==> config.mk <==
export PLATFORM = sky130hd
export DESIGN_NAME = t8wm_timer
export DESIGN_NICKNAME = d
export VERILOG_FILES = /design/src/t8wm_pkg.sv /design/src/t8wm_timer.sv
export VERILOG_INCLUDE_DIRS = /design/src
export SDC_FILE = /design/constraint.sdc
export NUM_CORES = 1
export LEC_CHECK = 0
export BUFFER_PORTS_ARGS = -buffer_cell sky130_fd_sc_hd__buf_2
export CAP_MARGIN = 0
export CORE_ASPECT_RATIO = 1.5
export CORE_UTILIZATION = 50
export CTS_BUF_LIST = sky130_fd_sc_hd__clkbuf_16
export DETAILED_ROUTE_END_ITERATION = 8
export HOLD_SLACK_MARGIN = 0.08
export PLACE_DENSITY_LB_ADDON = 0.08
export SLEW_MARGIN = 25
export SYNTH_ARGS = -nofsm -noshare
export SYNTH_HDL_FRONTEND = slang
export SYNTH_SLANG_ARGS = --single-unit
==> constraint.sdc <==
create_clock -name core_clk -period 2.4 [get_ports core_clk]
set_clock_uncertainty 0.05 [all_clocks]
set_input_delay 0 -clock core_clk [delete_from_list [all_inputs] [get_ports core_clk]]
set_output_delay 0 -clock core_clk [all_outputs]
set_load 0.03 [all_outputs]
==> src/t8wm_params.svh <==
// Register offsets, field positions, reset values and count limits of the 8-bit timer
`ifndef T8WM_PARAMS_SVH
`define T8WM_PARAMS_SVH

// ----------------------------------------
// Register byte offsets
// ----------------------------------------
`define T8WM_OFF_CTRL 12'h000
`define T8WM_OFF_COUNT 12'h004
`define T8WM_OFF_CMP 12'h008
`define T8WM_OFF_FLAGS 12'h00c

// ----------------------------------------
// Control field positions
// ----------------------------------------
`define T8WM_CTRL_MODE_LSB 0
`define T8WM_CTRL_ACT_LSB 2
`define T8WM_CTRL_CLK_LSB 4
`define T8WM_CTRL_DIR_BIT 7
`define T8WM_CTRL_PORT_BIT 8
`define T8WM_FLAG_OVF_BIT 0
`define T8WM_FLAG_MATCH_BIT 1

// ----------------------------------------
// Count limits and reset values
// ----------------------------------------
`define T8WM_MAX 8'hff
`define T8WM_BOTTOM 8'h00
`define T8WM_CNT_RST 8'h00
`define T8WM_CMP_RST 8'h00
`define T8WM_PRESC_W 10

`endif

==> src/t8wm_pkg.sv <==
// Types shared by the 8-bit waveform timer
package t8wm_pkg;

	typedef enum logic [1:0] {
		T8WM_NORMAL = 2'b00,
		T8WM_PHASE = 2'b01,
		T8WM_CLEAR = 2'b10,
		T8WM_FAST = 2'b11
	} t8wm_mode_t;

	typedef struct packed {
		t8wm_mode_t waveModeSel;
		logic [1:0] cmpOutAction;
		logic [2:0] clkSel;
		logic pinDir;
		logic portLevel;
	} t8wm_ctrl_t;

	typedef struct packed {
		t8wm_ctrl_t ctrl;
		logic [9:0] prescCnt;
		logic [7:0] countValue;
		logic [7:0] compareLevel;
		logic [7:0] compareBuf;
		logic countDown;
		logic blockMatch;
		logic compareOutput;
		logic overflowFlag;
		logic matchFlag;
		logic [31:0] rdData;
		logic rdErr;
	} t8wm_state_t;

endpackage

==> src/t8wm_timer.sv <==
// 8-bit timer/counter with one compare channel, four waveform modes and an APB slave
//
// How it works
// - Normal mode counts up only, no match clear, wraps ff to 00.
// - Normal mode sets overflow flag as count becomes zero; only a write of one or ovfAck clears it.
// - Normal mode accepts count writes at any time.
// - Mode 2 clears the count on a match; compare level is top.
// - Mode 2 compare level is written directly; below count means wrap first.
// - Mode 2 with action 1 toggles the output on every match.
// - Mode 2 sets overflow flag when the count passes ff to 00 without a match.
// - Timer tick is the clock divided by 1, 8, 32, 64, 128, 256, 1024.
// - Mode 3 counts zero to ff, then clears on the next tick.
// - Mode 3 action 2 clears on match, sets at bottom; action 3 opposite.
// - Mode 3 sets the overflow flag when the count reaches ff.
// - Mode 3 output period is 256 ticks.
// - Mode 3 level zero gives a one-tick spike; level ff a constant.
// - Mode 3 action 1 toggles on match with buffered compare level.
// - Mode 1 counts up to ff, holds it one tick, counts down.
// - Mode 1 action 2 clears on up match, sets on down; 3 inverts.
// - Mode 1 sets the overflow flag when the count reaches zero.
// - Mode 1 output period is 510 ticks, eight bits fixed.
// - Only the mode field shapes counting; action field shapes only the output.
// - The pin shows the compare output only while the action field is nonzero; its enable follows the direction bit.
// - Match flag sets on the clock after a match; cleared by one or acknowledge.
// - PWM modes load the compare level at the top; others load at once.
// - A count write blocks any match in the next timer cycle.
`include "t8wm_params.svh"

module t8wm_timer
	import t8wm_pkg::*;
(
	// Clock and reset
	input wire logic core_clk,
	input wire logic rst_b,
	// APB slave
	input wire logic psel,
	input wire logic penable,
	input wire logic pwrite,
	input wire logic [11:0] paddr,
	input wire logic [31:0] pwdata,
	output logic [31:0] prdata,
	output logic pready,
	output logic pslverr,
	// Flag acknowledges from the interrupt controller
	input wire logic ovfAck,
	input wire logic matchAck,
	// Port pin and flag outputs
	output logic compareOutPin,
	output logic compareOutPinOe,
	output logic overflowFlag,
	output logic matchFlag
);

	// ----------------------------------------
	// Helpers
	// ----------------------------------------
	// Prescaler mask: tick when all masked low bits are ones
	function automatic logic [9:0] prescMask(input logic [2:0] sel);
		case (sel)
			3'h1: prescMask = 10'h000;
			3'h2: prescMask = 10'h007;
			3'h3: prescMask = 10'h01f;
			3'h4: prescMask = 10'h03f;
			3'h5: prescMask = 10'h07f;
			3'h6: prescMask = 10'h0ff;
			3'h7: prescMask = 10'h3ff;
			default: prescMask = 10'h000;
		endcase
	endfunction

	function automatic logic isMapped(input logic [11:0] a);
		isMapped = (a == `T8WM_OFF_CTRL) || (a == `T8WM_OFF_COUNT) ||
			(a == `T8WM_OFF_CMP) || (a == `T8WM_OFF_FLAGS);
	endfunction

	// ----------------------------------------
	// State
	// ----------------------------------------
	t8wm_state_t st_reg;
	t8wm_state_t st_next;
	logic tick;
	logic wrAcc;
	logic setupRd;
	logic cntWr;
	logic matchLive;
	logic matchEv;
	logic atMax;
	logic pwmMode;
	logic downMatch;
	logic ovfSet;
	logic matchSet;
	logic [31:0] rdMux;

	assign wrAcc = psel && penable && pwrite;
	assign setupRd = psel && !penable;
	assign cntWr = wrAcc && (paddr == `T8WM_OFF_COUNT);
	assign tick = (st_reg.ctrl.clkSel != 3'h0) &&
		((st_reg.prescCnt & prescMask(st_reg.ctrl.clkSel)) ==
		prescMask(st_reg.ctrl.clkSel));
	assign atMax = (st_reg.countValue == `T8WM_MAX);
	assign pwmMode = (st_reg.ctrl.waveModeSel == T8WM_FAST) ||
		(st_reg.ctrl.waveModeSel == T8WM_PHASE);
	assign matchLive = (st_reg.countValue == st_reg.compareLevel) && !st_reg.blockMatch;
	assign matchEv = tick && matchLive && !cntWr;
	// At the top a phase-correct match counts as down so that ff holds high
	assign downMatch = (st_reg.countDown && (st_reg.countValue != `T8WM_BOTTOM)) || atMax;

	// ----------------------------------------
	// Read data mux
	// ----------------------------------------
	always_comb
	begin
		rdMux = 32'h0000_0000;
		case (paddr)
			`T8WM_OFF_CTRL:
			begin
				rdMux[`T8WM_CTRL_MODE_LSB +: 2] = st_reg.ctrl.waveModeSel;
				rdMux[`T8WM_CTRL_ACT_LSB +: 2] = st_reg.ctrl.cmpOutAction;
				rdMux[`T8WM_CTRL_CLK_LSB +: 3] = st_reg.ctrl.clkSel;
				rdMux[`T8WM_CTRL_DIR_BIT] = st_reg.ctrl.pinDir;
				rdMux[`T8WM_CTRL_PORT_BIT] = st_reg.ctrl.portLevel;
			end
			`T8WM_OFF_COUNT: rdMux[7:0] = st_reg.countValue;
			`T8WM_OFF_CMP: rdMux[7:0] = st_reg.compareBuf;
			`T8WM_OFF_FLAGS:
			begin
				rdMux[`T8WM_FLAG_OVF_BIT] = st_reg.overflowFlag;
				rdMux[`T8WM_FLAG_MATCH_BIT] = st_reg.matchFlag;
			end
			default: rdMux = 32'h0000_0000;
		endcase
	end

	// ----------------------------------------
	// Next state
	// ----------------------------------------
	always_comb
	begin
		st_next = st_reg;
		ovfSet = 1'b0;
		matchSet = 1'b0;
		st_next.prescCnt = st_reg.prescCnt + 10'h001;
		if (setupRd)
		begin
			st_next.rdData = rdMux;
			st_next.rdErr = !isMapped(paddr);
		end
		// Counting; the action field is never read here
		if (tick)
		begin
			st_next.blockMatch = 1'b0;
			case (st_reg.ctrl.waveModeSel)
				T8WM_NORMAL:
				begin
					st_next.countValue = st_reg.countValue + 8'h01;
					ovfSet = atMax;
				end
				T8WM_CLEAR:
				begin
					// A level written below the count runs on to ff and wraps
					st_next.countValue = matchLive ? `T8WM_BOTTOM :
						st_reg.countValue + 8'h01;
					ovfSet = atMax && !matchLive;
				end
				T8WM_FAST:
				begin
					st_next.countValue = atMax ? `T8WM_BOTTOM :
						st_reg.countValue + 8'h01;
					ovfSet = (st_reg.countValue == 8'hfe);
				end
				T8WM_PHASE:
				begin
					if (atMax)
					begin
						st_next.countDown = 1'b1;
						st_next.countValue = 8'hfe;
					end
					else if (st_reg.countDown && st_reg.countValue == `T8WM_BOTTOM)
					begin
						st_next.countDown = 1'b0;
						st_next.countValue = 8'h01;
					end
					else if (st_reg.countDown)
					begin
						st_next.countValue = st_reg.countValue - 8'h01;
					end
					else
					begin
						st_next.countValue = st_reg.countValue + 8'h01;
					end
					ovfSet = st_reg.countDown && (st_reg.countValue == 8'h01);
				end
				default: st_next.countValue = st_reg.countValue;
			endcase
			if (st_reg.ctrl.waveModeSel != T8WM_PHASE)
			begin
				st_next.countDown = 1'b0;
			end
			// Buffered level loads at the top of both PWM slopes
			if (pwmMode && atMax)
			begin
				st_next.compareLevel = st_reg.compareBuf;
			end
		end

		// ----------------------------------------
		// Compare output
		// ----------------------------------------
		if (matchEv)
		begin
			matchSet = 1'b1;
		end
		// Output action per mode is decided in one place, below
		st_next.compareOutput = ocNext(st_reg, matchEv, tick, downMatch);

		// ----------------------------------------
		// Register writes, which win over counting
		// ----------------------------------------
		if (wrAcc)
		begin
			case (paddr)
				`T8WM_OFF_CTRL:
				begin
					st_next.ctrl.waveModeSel = t8wm_mode_t'(pwdata[`T8WM_CTRL_MODE_LSB +: 2]);
					st_next.ctrl.cmpOutAction = pwdata[`T8WM_CTRL_ACT_LSB +: 2];
					st_next.ctrl.clkSel = pwdata[`T8WM_CTRL_CLK_LSB +: 3];
					st_next.ctrl.pinDir = pwdata[`T8WM_CTRL_DIR_BIT];
					st_next.ctrl.portLevel = pwdata[`T8WM_CTRL_PORT_BIT];
				end
				`T8WM_OFF_COUNT:
				begin
					st_next.countValue = pwdata[7:0];
					st_next.blockMatch = 1'b1;
				end
				`T8WM_OFF_CMP:
				begin
					st_next.compareBuf = pwdata[7:0];
					if (!pwmMode)
					begin
						st_next.compareLevel = pwdata[7:0];
					end
				end
				`T8WM_OFF_FLAGS:
				begin
					if (pwdata[`T8WM_FLAG_OVF_BIT])
					begin
						st_next.overflowFlag = 1'b0;
					end
					if (pwdata[`T8WM_FLAG_MATCH_BIT])
					begin
						st_next.matchFlag = 1'b0;
					end
				end
				default: ;
			endcase
		end
		if (ovfAck)
		begin
			st_next.overflowFlag = 1'b0;
		end
		if (matchAck)
		begin
			st_next.matchFlag = 1'b0;
		end
		// Setting wins over any clear in the same cycle
		if (ovfSet && !cntWr)
		begin
			st_next.overflowFlag = 1'b1;
		end
		if (matchSet)
		begin
			st_next.matchFlag = 1'b1;
		end
	end

	// ----------------------------------------
	// Compare output decision
	// ----------------------------------------
	function automatic logic ocNext(input t8wm_state_t s, input logic m, input logic tk,
		input logic dn);
		logic oc;
		oc = s.compareOutput;
		case (s.ctrl.waveModeSel)
			T8WM_NORMAL, T8WM_CLEAR:
			begin
				if (m)
				begin
					case (s.ctrl.cmpOutAction)
						2'h1: oc = !oc;
						2'h2: oc = 1'b0;
						2'h3: oc = 1'b1;
						default: oc = s.compareOutput;
					endcase
				end
			end
			T8WM_FAST:
			begin
				if (m && s.ctrl.cmpOutAction == 2'h1)
				begin
					oc = !oc;
				end
				else if (m && s.compareLevel != `T8WM_MAX && s.ctrl.cmpOutAction[1])
				begin
					oc = s.ctrl.cmpOutAction[0];
				end
				// Bottom action applied last, so level ff stays constant
				if (tk && s.countValue == `T8WM_MAX && s.ctrl.cmpOutAction[1])
				begin
					oc = !s.ctrl.cmpOutAction[0];
				end
			end
			T8WM_PHASE:
			begin
				if (m && s.ctrl.cmpOutAction[1])
				begin
					oc = dn ? !s.ctrl.cmpOutAction[0] : s.ctrl.cmpOutAction[0];
				end
			end
			default: oc = s.compareOutput;
		endcase
		ocNext = oc;
	endfunction

	// ----------------------------------------
	// State register
	// ----------------------------------------
	always_ff @(posedge core_clk or negedge rst_b)
	begin
		if (!rst_b)
		begin
			st_reg <= '0;
		end
		else
		begin
			st_reg <= st_next;
		end
	end

	// ----------------------------------------
	// Outputs
	// ----------------------------------------
	assign pready = 1'b1;
	assign prdata = st_reg.rdData;
	assign pslverr = psel && penable && st_reg.rdErr;
	assign compareOutPin = (st_reg.ctrl.cmpOutAction != 2'h0) ? st_reg.compareOutput :
		st_reg.ctrl.portLevel;
	assign compareOutPinOe = st_reg.ctrl.pinDir;
	assign overflowFlag = st_reg.overflowFlag;
	assign matchFlag = st_reg.matchFlag;
endmodule // t8wm_timer

* Word level (Yosys, flattened, before mapping)
Index checks and enable logic that the tools add are counted.
** Storage, ports and cells
- Bits in registers :: 58
- Input bits :: 51
- Logic and storage cells :: 143
** Operators by class
- $add $sub $neg :: 3
- Equality and inequality tests :: 26
- Mux-type cells :: 43
- Bitwise gates (word level) :: 1
- Reductions and logical operators :: 54
** Operators by type and width (number)
- $mux W8 :: 8
- $pmux W10 S6 :: 1
- $mux W16 :: 2
- $pmux W8 S4 :: 1
- $eq A12 B4 Y1 const B :: 2
- $mux W24 :: 1
- $reduce_bool A3 Y1 :: 8
- $mux W1 :: 23
- $logic_and A1 B1 Y1 :: 21
- $pmux W6 S3 :: 1
- $eq A8 B8 Y1 const B :: 2
- $eq A12 B3 Y1 const B :: 1
- $eq A3 B3 Y1 const B :: 4
- $logic_not A12 Y1 :: 1
- $add A10 B1 Y10 const B :: 1
- $and A10 B10 Y10 :: 1
- $eq A10 B10 Y1 :: 1
- $reduce_and A3 Y1 :: 3
- $add A8 B1 Y8 const B :: 1
- $eq A2 B2 Y1 const B :: 4
- $eq A8 B1 Y1 const B :: 1
- $eq A8 B8 Y1 :: 1
- $logic_not A8 Y1 :: 1
- $ne A8 B8 Y1 const B :: 1
- other kinds (19) :: 36

* Logic depth before layout (Yosys ltp)
Gate-level depths: netlist of the first run.
- Word-level depth :: 13
- Gate-level depth with buffers :: 9
- Depth with buffers taken out :: 8

* Worst setup path before layout of the first run
OpenSTA, ideal clock, no wires.
- Path type :: reg2reg
- Start point :: register st_reg[54] in the netlist's numbering
- End point :: register st_reg[35] in the netlist's numbering
- Library setup time :: 0.131 ns
- Arrival time :: 2.157 ns
- Required time :: 2.219 ns
- Path slack :: 0.062 ns
- Cell stages (with the launch flop) :: 10
- Cells stage by stage :: dfrtp_1 > clkbuf_1 > inv_1 > ha_1 > nor3b_1 > nand2_1 > a311oi_1 > a221oi_1 > a211oi_1 > o31ai_1
** On the way
- Longest elaborated chain between the ends :: 8
- Elaborated cells on any way between the ends :: 23
- Classes of those cells :: 5 x eq/ne; 5 x mux; 13 x reduce/logical
** Ends and longest elaborated chain
- start: declaration :: line t8wm_timer.sv:79 : t8wm_state_t st_reg;
- start signal: assignment :: line t8wm_timer.sv:335 : st_reg <= st_next;
- $eq A8 B8 Y1 :: line t8wm_timer.sv:103 : assign matchLive = (st_reg.countValue == st_reg.compareLevel) && !st_reg.blockMatch;
- $logic_and A1 B1 Y1 :: line t8wm_timer.sv:103
- $logic_and A1 B1 Y1 (2 in a row) :: line t8wm_timer.sv:104 : assign matchEv = tick && matchLive && !cntWr;
- $logic_and A1 B1 Y1 (on tied branches)
- $mux W1 or $logic_and A1 B1 Y1 (tied branches) :: line t8wm_timer.sv:298, t8wm_timer.sv:302
- $mux W1 or $ne A4 B1 Y1 (tied branches)
- $pmux W1 S3 or $reduce_and A4 Y1 (tied branches)
Parallel ways exist; a longest one is shown, timed or not. The select of a mux whose other input is x is not followed.
A chain may end at the register's enable or synchronous reset.

==> implementation parameters, run 1 <==
Parameter                              Value

Route
  Routed Antenna Nets ... 0
  Via density per instance ... 5.618
  Drt drc ... 0
  First-pass detailed-route iteration total ... 5
  Routed len/inst ... 16.78 um
  Total detailed-routing wirelength ... 10.13 mm
  Total number of vias ... 3393
  Number of DRC markers after the initial detailed-route iteration ... 218

Floorplan
  Core area ... 7612 um2
  Site Rows ... 39
  Full die area ... 8267 um2
  Die extent in y ... 110.9 um
  Die outline width ... 74.57 um
  Initial core utilization ... 51.89%
  # IOs ... 89

Timing
  Relative slew slack ... 54.47%
  Setup total negative slack ... 0 ns
  Total count of hold-check failures in the final report ... 0
  F_max ... 430.5 MHz
  Final Cycle Share ... 96.78%
  Setup repair after global routing missed its margin ... false
  Measured slew at the worst slew-check pin ... 0.6807 ns
  Final critical-path required period ... 2.323 ns
  Endpoints failing setup ... 0
  Slew Limit Fails ... 0
  Min setup slack post-route ... 0.07724 ns

Place
  Number of buffers inserted by port buffering ... 41
  Minimum setup slack after placement ... 0.1221 ns
  Standard cell area after detailed placement ... 4250 um2
  Final GP Congestion ... 0.8706
  Final HPWL DP ... 7.564 mm

Yosys
  Mapped Cells ... 433
  Syn Std Cell Area ... 3950 um2
  Library cell occupying the most area in the post-synthesis netlist ... dfrtp_1
  Mean Syn Cell Area ... 9.122 um2
  Primary flip-flop cell chosen by synthesis mapping ... dfrtp_1
  Number of library cell types mapped by synthesis ... 63
  Post-synthesis async set-or-reset flop share ... 100.0%
  Top cell type's share of synthesized area ... 36.74%
  Leading cell types by total area after synthesis ... dfrtp_1 (37%), buf_4 (6.3%), mux2_2 (5.4%), nand2_1 (4.6%), o21ai_0 (4.1%)
  Number of warning messages in the yosys log ... 0
  Yosys reg bits ... 58
  Most numerous cell in the Yosys netlist ... dfrtp_1
  EDFF count, synth ... 0
  Most frequent cells after synthesis ... dfrtp_1 (58), nand2_1 (48), buf_4 (33)
  Sequential-to-total area share from yosys stat ... 36.74%

Clock tree
  Worst skew pair latency ... 0.33 ns
  H-tree level count ... 3
  Number of buffers inserted during clock tree synthesis ... 9
  Clock input transition at the sequential cells of the worst setup and hold paths ... 0.05 ns
  Root buffer selected by CTS ... clkbuf_16
  Post-CTS setup buffer count ... 0
  Clock tree from TritonCTS ... yes
  Number of sinks driven by the clock tree ... 58
  Clock tree buffer depth ... 2

Finish
  Ant diodes ... 0
  Final-stage net count ... 553
  Number of flip-flops in the largest register ... 46
  Fraction of final layout cells with drive strength greater than 1 ... 23.90%
  Synth-to-layout area growth ... 19.29%
  Layout Cell Area excl Fill ... 4712 um2

Pwr
  Peak ir drop on the vdd network ... 674.6 uV
  Leakage power summed over all cells ... 2.144 nW
  Post-layout total power ... 2.510 mW
  P per Cell Area ... 532.7 nW/um2

Setup path
  Arrival time worst endpoint ... 2.48 ns
  Worst Path Max Fanout ... 6
  Startpoint kind of the worst setup timing path ... flip-flop
  R2R Path Start ... st_reg[54]$_DFF_PN0_
  Crit path from ... st_reg[54]$_DFF_PN0_
  Critical path capture point type ... flip-flop
  Depth of the worst register-to-register path ... 6
  Crit Reg-Reg Endpoint ... st_reg[59]$_DFF_PN0_
  Flop2flop setup slack ... 0.08 ns
  Data required, critical path ... 2.56 ns
  Path type of the worst setup path ... reg2reg

Hold path
  End of the worst hold path ... st_reg[36]$_DFF_PN0_
  Worst min-delay path startpoint ... paddr[10]
  Hold Crit Class ... in2reg
  Worst hold path depth ... 5

Job
  Maxcap violations ... 0

Run status
  Status ... finished clean

GRT
  Vias in the first global route ... 3345
  Global-route wire length before repair ... 16.46 mm
  Tot GR Track Use ... 26.59%
  Total congestion overflow after global routing ... 0
  Number of antenna violations at the first check in global routing ... 0
  Pin count of the biggest net entering global routing ... 44
## worst max-delay path: stages, from the launching register on
cell     delay (ns)
dfrtp_1        0.47
xor2_1         0.18
or4_1          0.54
nor4_1         0.34
o21a_1         0.19
o22ai_1        0.10
a221o_1        0.33
## layer usage
| layer | global-route usage, % | wire (um) |
|---|---|---|
| met1 | 33.27 | 4242 |
| met2 | 43.96 | 5188 |
| met3 | 4.455 | 363 |
| met4 | 11.57 | 338 |
| met5 | 0 | 0 |
## report_power, final
| part | internal, mW | leakage [nW] | switching, mW | total (mW) |
|---|---|---|---|---|
| clock | 0.797 | 0.135 | 0.456 | 1.25 |
| combinational | 0.0868 | 1.29 | 0.163 | 0.250 |
| sequential | 0.988 | 0.721 | 0.0181 | 1.01 |
| total | 1.87 | 2.14 | 0.638 | 2.51 |
## cell usage in the layout, fill, tap and decap left out, types with 8 or more instances in the layout
cell type and n:
inv_1 8, xnor2_1 14, clkbuf_16 9, nor2_1 21
dlygate4sd3_1 16, nand3_1 22, buf_4 31, buf_2 41
nand2_1 48, a21oi_1 12, dfrtp_1 58, conb_1 24
mux2i_1 15, mux2_2 19, nor3_1 12, o21ai_0 32
## stage by stage
step | util [%] | std cells | hold slack, ns
after global routing | 61.90 | 604 | 0.1719
after CTS | 61.82 | 604 | 0.1297
after floorplan | - | 455 | -0.3456
final | 61.90 | 604 | 0.1349
after global placement | 55.84 | 572 | -0.1259
after detailed placement | 55.84 | 572 | -0.1181
## how the worst max path moves through the flow
| stage | end | slack [ns] | cells past startpoint |
|---|---|---|---|
| after floorplan | st_reg[35]$_DFFE_PN0P_ | 0.06 | 9 |
| final | st_reg[59]$_DFF_PN0_ | 0.08 | 6 |
| after CTS | st_reg[59]$_DFF_PN0_ | 0.11 | 6 |
| after detailed placement | st_reg[59]$_DFF_PN0_ | 0.12 | 6 |
| after global routing | st_reg[59]$_DFF_PN0_ | 0.03 | 6 |
| after global placement | st_reg[59]$_DFF_PN0_ | 0.14 | 6 |
## kinds of logic after synthesis
logic type / share of synthesized area (%)
AND/OR/NAND/NOR: 20.72
XOR/XNOR: 4.656
AO/OA/AOI/OAI: 16.19
multiplexers: 10.36
adder cells (fa/ha/maj): 1.584
buffers and inverters: 9.566
other: 0.1901
flip-flops: 36.74
## cell type report
class / instances / area [um2]
fillers: 691 / 2900
clock buffers: 9 / 225.2
repair buffers: 88 / 598.1
flip-flops and latches: 58 / 1451
well taps: 102 / 127.6
inverters: 8 / 30.03
multi-input cells: 332 / 2210
clock inverters: 7 / 70.07
## what timing repair did
| action | CTS | global route |
|---|---|---|
| hold buffers | 16 | 0 |
| endpoints found under the setup margin | 0 | 1 |
| gates resized for setup | 0 | 1 |
| hold endpoints to repair | 97 | 0 |
Power figures use the tool's default switching activity.
==> run 2, diff against run 1 <==
ABC_AREA = 1   (was default)
CORE_UTILIZATION = 25   (was 50)
==> run 2 against run 1 <==
  * Combinational power is 8.4% lower
  * Synthesized area is 1.9% higher
  * Utilization is 32 points lower
  * Register-to-register slack better by 0.20 ns
  * Largest cell class unchanged
==> implementation parameters, run 2 <==
Parameter                              Value

GRT
  Pin count of the biggest net entering global routing ... 59 (+34%)
  Global-route wire length before repair ... 20.25 mm (+23%)
  Tot GR Track Use ... 16.47% (-10 points)
  Total congestion overflow after global routing ... 0 (unchanged)
  Vias in the first global route ... 3574 (+6.8%)
  Number of antenna violations at the first check in global routing ... 0 (unchanged)

Route
  Drt drc ... 0 (unchanged)
  First-pass detailed-route iteration total ... 4 (-1)
  Number of DRC markers after the initial detailed-route iteration ... 150 (-31%)
  Via density per instance ... 4.426 (-21%)
  Routed len/inst ... 15.96 um (-4.8%)
  Total number of vias ... 3567 (+5.1%)
  Routed Antenna Nets ... 0 (unchanged)
  Total detailed-routing wirelength ... 12.87 mm (+27%)

Clock tree
  H-tree level count ... 3 (unchanged)
  Root buffer selected by CTS ... clkbuf_16
  Number of sinks driven by the clock tree ... 58 (unchanged)
  Number of buffers inserted during clock tree synthesis ... 9 (unchanged)
  Post-CTS setup buffer count ... 0 (unchanged)
  Clock tree from TritonCTS ... yes
  Clock tree buffer depth ... 2 (unchanged)
  Worst skew pair latency ... 0.34 ns (about the same)
  Post-cts hold buffer count ... 12 (-4)
  Clock input transition at the sequential cells of the worst setup and hold paths ... 0.05 ns (about the same)
  Number of gates resized after cts ... 0 (unchanged)

Finish
  Fraction of final layout cells with drive strength greater than 1 ... 16.42% (-7.5 points)
  Layout Cell Area excl Fill ... 4717 um2 (+0.11%)
  Final-stage net count ... 655 (+18%)
  Synth-to-layout area growth ... 17.23%
  Number of flip-flops in the largest register ... 46 (unchanged)
  Layout Cells excl Fill ... 806 (+33%)
  Most frequent cells in the layout ... nand2_1 (136), inv_1 (66), dfrtp_1 (58), nor2_1 (47), buf_2 (41)
  Fill cell total of the finished layout ... 1790 (+160%)
  Flip-flop and latch area ... 1451 um2 (unchanged)
  Ant diodes ... 0 (unchanged)
  Multi-input gate area in the final layout ... 2056 um2 (-7.0%)
  Most common library cell in the layout ignoring fill and taps ... nand2_1

Place
  Number of buffers inserted by port buffering ... 41 (unchanged)
  Final GP Congestion ... 0.8197 (-5.8%)
  Standard cell area after detailed placement ... 4312 um2 (+1.4%)
  Cell Count Post-Placement ... 779 (+36%)
  Final HPWL DP ... 10.18 mm (+35%)

Yosys
  Yosys reg bits ... 58 (unchanged)
  Number of warning messages in the yosys log ... 0 (unchanged)
  Mean Syn Cell Area ... 7.329 um2 (-20%)
  Number of library cell types mapped by synthesis ... 43 (-32%)
  Syn Std Cell Area ... 4024 um2 (+1.9%)
  Most frequent cells after synthesis ... nand2_1 (136), inv_1 (65), dfrtp_1 (58)
  Primary flip-flop cell chosen by synthesis mapping ... dfrtp_1
  Most numerous cell in the Yosys netlist ... nand2_1
  Leading cell types by total area after synthesis ... dfrtp_1 (36%), nand2_1 (13%), buf_4 (6.7%), inv_1 (6.1%), nand3_1 (4.5%)
  Top cell type's share of synthesized area ... 36.07% (-0.67 points)
  EDFF count, synth ... 0 (unchanged)
  Library cell occupying the most area in the post-synthesis netlist ... dfrtp_1
  Mapped Cells ... 549 (+27%)
  Sequential-to-total area share from yosys stat ... 36.07% (-0.67 points)
  Post-synthesis async set-or-reset flop share ... 100.0% (unchanged)

Setup path
  Path type of the worst setup path ... reg2reg
  Cells along the critical path ... inv_1, nand2_1, nand2_1, nand2_1, nor2_1, nand3_1, nand3_1, nand3_1, nand3_1, nand3_1, nand2_1, nand2_1
  Largest incremental delay on the critical path ... 0.53 ns (about the same)
  Worst Path Max Fanout ... 7 (+1)
  Total buffers and inverters traversed by the critical path ... 1 (+1)
  Data required, critical path ... 2.57 ns (about the same)
  Library cell contributing the largest single delay on the critical path ... dfrtp_1
  Startpoint kind of the worst setup timing path ... flip-flop
  Arrival time worst endpoint ... 2.30 ns (-0.18 ns)
  Top delay family on crit path ... simple AND/OR/NAND/NOR gates
  Critical path capture point type ... flip-flop

Job
  Maxcap violations ... 0 (unchanged)

Timing
  Final Cycle Share ... 88.52% (-8.3 points)
  Relative slew slack ... 46.65% (-7.8 points)
  Slew Limit Fails ... 0 (unchanged)
  Measured slew at the worst slew-check pin ... 0.8003 ns (+0.1196 ns)
  Total count of hold-check failures in the final report ... 0 (unchanged)
  Final critical-path required period ... 2.124 ns (-0.1983 ns)
  Setup repair after global routing missed its margin ... false
  F_max ... 470.7 MHz (+9.3%)
  Endpoints failing setup ... 0 (unchanged)
  Setup total negative slack ... 0 ns (unchanged)
  Worst hold slack ... 0.1177 ns (-0.01718 ns)

Hold path
  Hold Crit Class ... in2reg

Pwr
  Post-layout total power ... 2.489 mW (-0.84%)
  P per Cell Area ... 527.7 nW/um2 (-0.95%)
  Leakage power summed over all cells ... 2.395 nW (+12%)
  Peak ir drop on the vdd network ... 430.4 uV (-36%)

Floorplan
  Die extent in y ... 157.4 um (+42%)
  Initial core utilization ... 25.64% (-26 points)
  Die outline width ... 105.6 um (+42%)
  Full die area ... 16620 um2 (+100%)
  # IOs ... 89 (unchanged)
  Core area ... 15700 um2 (+110%)
  Site Rows ... 56 (+44%)

Run status
  Status ... finished clean
[run 2: per-layer routing]
metal / routed length (um) / up-vias / GRT usage, % / part of all wire (%)
li1: - / 1822 / - / -
met1: 5160 / 1645 / 17.68 / 40
met2: 6935 / 76 / 31.27 / 54
met3: 283 / 24 / 2.319 / 2.2
met4: 487 / 0 / 8.201 / 3.8
met5: 0 / - / 0 / 0
[run 2: cell families (layout without fill, tap and decap cells)]
kind of cell	after synthesis	after routing	share of synthesized area, %
and+or+nand+nor	257	257	29.54
adders and majority gates	5	5	1.555
DFF	58	58	36.07
xor gates and xnor gates	16	16	3.482
AOI/OAI and AO/OA	95	95	14.27
buffers and inverters	116	148	14.89
other	2	24	0.1866
[run 2: path summary, 6_finish.rpt]
kind / cells past startpoint / slack (ns) / to / start
setup / recovery: 12 / 0.28 / st_reg[59]$_DFF_PN0_ / st_reg[56]$_DFF_PN0_
hold / removal: 4 / 0.12 / prdata[8]$_DFFE_PN0P_ / paddr[3]
setup reg to reg: 12 / 0.28 / st_reg[59]$_DFF_PN0_ / st_reg[56]$_DFF_PN0_
hold reg to reg: 1 / 0.41 / st_reg[62]$_DFF_PN0_ / st_reg[62]$_DFF_PN0_
max in group asynchronous: 3 / 1.44 / st_reg[45]$_DFFE_PN0P_ / rst_b
min in group asynchronous: 3 / 0.31 / prdata[1]$_DFFE_PN0P_ / rst_b
[run 2: layout make-up]
cell class / count / area share (%)
multi-input cells: 397 / 43.58
clock buffers: 9 / 4.775
flip-flops and latches: 58 / 30.77
clock inverters: 6 / 1.273
repair buffers: 64 / 8.647
inverters: 69 / 5.570
well taps: 203 / 5.385
[run 2: report_power, final]
part           switching, mW  internal, mW  total (mW)
clock                  0.472         0.791        1.26
combinational          0.162        0.0668       0.229
sequential            0.0122         0.984       0.997
[run 2: worst register-to-register path, delay by kind of cell, from the launching register on]
family | cells | cell delay, ns
and+or+nand+nor | 11 | 1.23
DFF | 1 | 0.53
buffers and inverters | 1 | 0.21
[run 2: metrics by stage]
stage,utilization (%),setup WS [ns]
CTS,30.05,0.2694
global route,30.05,0.03904
global placement,27.47,0.2563
finish,30.05,0.2755
floorplan,-,0.6723
detailed placement,27.47,0.2856
==> run 3, diff against run 2 <==
CORE_UTILIZATION = 40   (was 25)
==> run 3 against run 2 <==
  * The flow now finishes with violations (DRC)
  * Register-to-register slack gained 0.06 ns
  * Die area is 37% lower
  * Power fell by 1.1%
  * Routed wire length decreased by 14%
  * Flip-flop and latch count is the same
==> implementation parameters, run 3 (synthesis results as in run 2) <==
Parameter                              Value

Setup path
  Arrival time worst endpoint ... 2.24 ns (-0.06 ns)
  Worst Path Max Fanout ... 9 (+2)
  Depth of the worst register-to-register path ... 11 (-1)
  Cells along the critical path ... nand2_4, clkinv_2, nand2_2, nor3_4, inv_4, nand2_1, nand3_1, nand3_1, nand3_1, nand2_1, nand2_1
  Data required, critical path ... 2.57 ns (about the same)
  Startpoint kind of the worst setup timing path ... flip-flop
  Largest incremental delay on the critical path ... 0.61 ns (+0.08 ns)
  R2R Path Start ... st_reg[57]$_DFF_PN0_
  Path type of the worst setup path ... reg2reg
  Crit Reg-Reg Endpoint ... st_reg[59]$_DFF_PN0_
  Critical path capture point type ... flip-flop
  Library cell contributing the largest single delay on the critical path ... dfrtp_1
  Flop2flop setup slack ... 0.34 ns (+0.06 ns)

Timing
  Min setup slack post-route ... 0.3356 ns (+0.06013 ns)
  Slew Limit Fails ... 0 (unchanged)
  Total count of hold-check failures in the final report ... 0 (unchanged)
  Measured slew at the worst slew-check pin ... 0.6943 ns (-0.1060 ns)
  Relative slew slack ... 53.71% (+7.1 points)
  Setup repair after global routing missed its margin ... false
  Final critical-path required period ... 2.064 ns (-0.06013 ns)
  Final Cycle Share ... 86.02% (-2.5 points)
  F_max ... 484.4 MHz (+2.9%)
  Setup total negative slack ... 0 ns (unchanged)
  Endpoints failing setup ... 0 (unchanged)

Hold path
  End of the worst hold path ... st_reg[0]$_DFFE_PN0P_
  Hold Crit Class ... in2reg
  Worst min-delay path startpoint ... paddr[8]
  Worst hold path depth ... 5 (+1)

Place
  Cell Count Post-Placement ... 687 (-12%)
  Final HPWL DP ... 8.634 mm (-15%)
  Minimum setup slack after placement ... 0.3430 ns (+0.05733 ns)
  Final GP Congestion ... 0.8849 (+8.0%)
  Standard cell area after detailed placement ... 4184 um2 (-3.0%)
  Number of buffers inserted by port buffering ... 41 (unchanged)

GRT
  Busiest grt layer ... met2
  Global-route track usage on met3 ... 4.042% (+1.7 points)
  Number of antenna violations at the first check in global routing ... 0 (unchanged)
  GR met2 Demand/Resource ... 39.49% (+8.2 points)
  Pin count of the biggest net entering global routing ... 32 (-46%)
  Vias in the first global route ... 3587 (+0.36%)
  Global-route wire length before repair ... 18.20 mm (-10%)
  Met1 Use GR ... 26.20% (+8.5 points)
  Total congestion overflow after global routing ... 0 (unchanged)
  Tot GR Track Use ... 22.69% (+6.2 points)

Route
  Number of DRC markers after the initial detailed-route iteration ... 183 (+22%)
  Via density per instance ... 5.036 (+14%)
  Routed len/inst ... 15.55 um (-2.6%)
  Routed Antenna Nets ... 0 (unchanged)
  First-pass detailed-route iteration total ... 7 (+3)
  Total number of vias ... 3601 (+0.95%)
  Drt drc ... 2 (+2)
  Total detailed-routing wirelength ... 11.12 mm (-14%)

Clock tree
  Number of sinks driven by the clock tree ... 58 (unchanged)
  Clock tree buffer depth ... 2 (unchanged)
  Post-CTS setup buffer count ... 0 (unchanged)
  Clock input transition at the sequential cells of the worst setup and hold paths ... 0.05 ns (about the same)
  Clock tree from TritonCTS ... yes
  Worst skew pair latency ... 0.33 ns (about the same)
  Number of buffers inserted during clock tree synthesis ... 9 (unchanged)
  H-tree level count ... 3 (unchanged)
  Root buffer selected by CTS ... clkbuf_16

Finish
  Ant diodes ... 0 (unchanged)
  Most common library cell in the layout ignoring fill and taps ... nand2_1
  Layout Cells excl Fill ... 715 (-11%)
  Layout Cell Area excl Fill ... 4589 um2 (-2.7%)
  Fraction of final layout cells with drive strength greater than 1 ... 15.83% (-0.58 points)
  Multi-input gate area in the final layout ... 2056 um2 (unchanged)
  Most frequent cells in the layout ... nand2_1 (136), inv_1 (65), dfrtp_1 (58), nor2_1 (47), buf_2 (41)
  Number of flip-flops in the largest register ... 46 (unchanged)
  Fill cell total of the finished layout ... 967 (-46%)
  Synth-to-layout area growth ... 14.05%
  Flip-flop and latch area ... 1451 um2 (unchanged)
  Final-stage net count ... 651 (-0.61%)

Pwr
  Register share of total power ... 40.6% (+0.6 points)
  Peak ir drop on the vdd network ... 434.8 uV (+1.0%)
  Switch share ... 25.24% (-0.75 points)
  Internal ... 1.841 mW (about the same)
  Leakage power summed over all cells ... 2.378 nW (-0.71%)
  Clk pwr share ... 50.4% (-0.4 points)
  Share of power burned in combinational logic ... 9.1% (about the same)
  Power spent charging and discharging nets ... 621.6 uW (-3.9%)
  P per Cell Area ... 536.5 nW/um2 (+1.7%)

Floorplan
  Die extent in y ... 124.8 um (-21%)
  Die outline width ... 83.89 um (-21%)
  Site Rows ... 44 (-21%)
  # IOs ... 89 (unchanged)
  Initial core utilization ... 41.29% (+16 points)
  Core area ... 9744 um2 (-38%)
  Full die area ... 10470 um2 (-37%)

Job
  Maxcap violations ... 0 (unchanged)

Run status
  Violated checks ... DRC
  Status ... finished with violations
-- run 3: metal layers --
metal  up-vias  wire length (um)
met2       106              5732
met4         0               479
met5         -                 0
met1      1648              4584
li1       1813                 -
met3        34               323
-- run 3: what timing repair did --
action,4_1_cts,5_1_grt
endpoints found under the hold margin,62,0
hold buffers,12,0
resized for setup,0,0
-- run 3: how the worst max path moves through the flow --
| stage | from | to | slack [ns] |
|---|---|---|---|
| after detailed placement | st_reg[57]$_DFF_PN0_ | st_reg[59]$_DFF_PN0_ | 0.34 |
| after floorplan | st_reg[54]$_DFF_PN0_ | st_reg[46]$_DFF_PN0_ | 0.67 |
| after global placement | st_reg[57]$_DFF_PN0_ | st_reg[59]$_DFF_PN0_ | 0.35 |
| final | st_reg[57]$_DFF_PN0_ | st_reg[59]$_DFF_PN0_ | 0.34 |
| after CTS | st_reg[57]$_DFF_PN0_ | st_reg[59]$_DFF_PN0_ | 0.33 |
| after global routing | st_reg[54]$_DFF_PN0_ | st_reg[57]$_DFF_PN0_ | 0.14 |
-- run 3: per-stage QoR --
stage / hold WS (ns) / util, % / power, mW
2_1_floorplan: -0.3456 / - / 1.177
5_1_grt: 0.1372 / 47.10 / 2.556
6_report: 0.09385 / 47.10 / 2.462
3_5_place_dp: 0.02979 / 42.94 / 1.224
3_3_place_gp: 0.02837 / 42.94 / 1.222
4_1_cts: 0.09584 / 47.10 / 2.486
-- run 3: cell type report --
cell class	instances	area share (%)
Clock buffer	9	4.907
Clock inverter	7	1.309
Inverter	69	5.725
Multi-Input combinational cell	397	44.79
Sequential cell	58	31.62
Tap cell	115	3.135
Timing Repair Buffer	60	8.506
-- run 3: power groups by stage --
stage          Combinational (mW)  Clock [mW]  Sequential, mW
6_report                    0.223        1.24           0.999
5_1_grt                     0.247        1.31           0.999
4_1_cts                     0.224        1.26           0.998
3_5_place_dp                0.209           0            1.02
3_3_place_gp                0.207           0            1.02
2_1_floorplan               0.171           0            1.01
-- run 3: critical path, delay by kind of cell, from the launching register on --
family,cells,cell delay (ns)
buffers and inverters,2,0.23
DFF,1,0.61
and+or+nand+nor,9,1.08
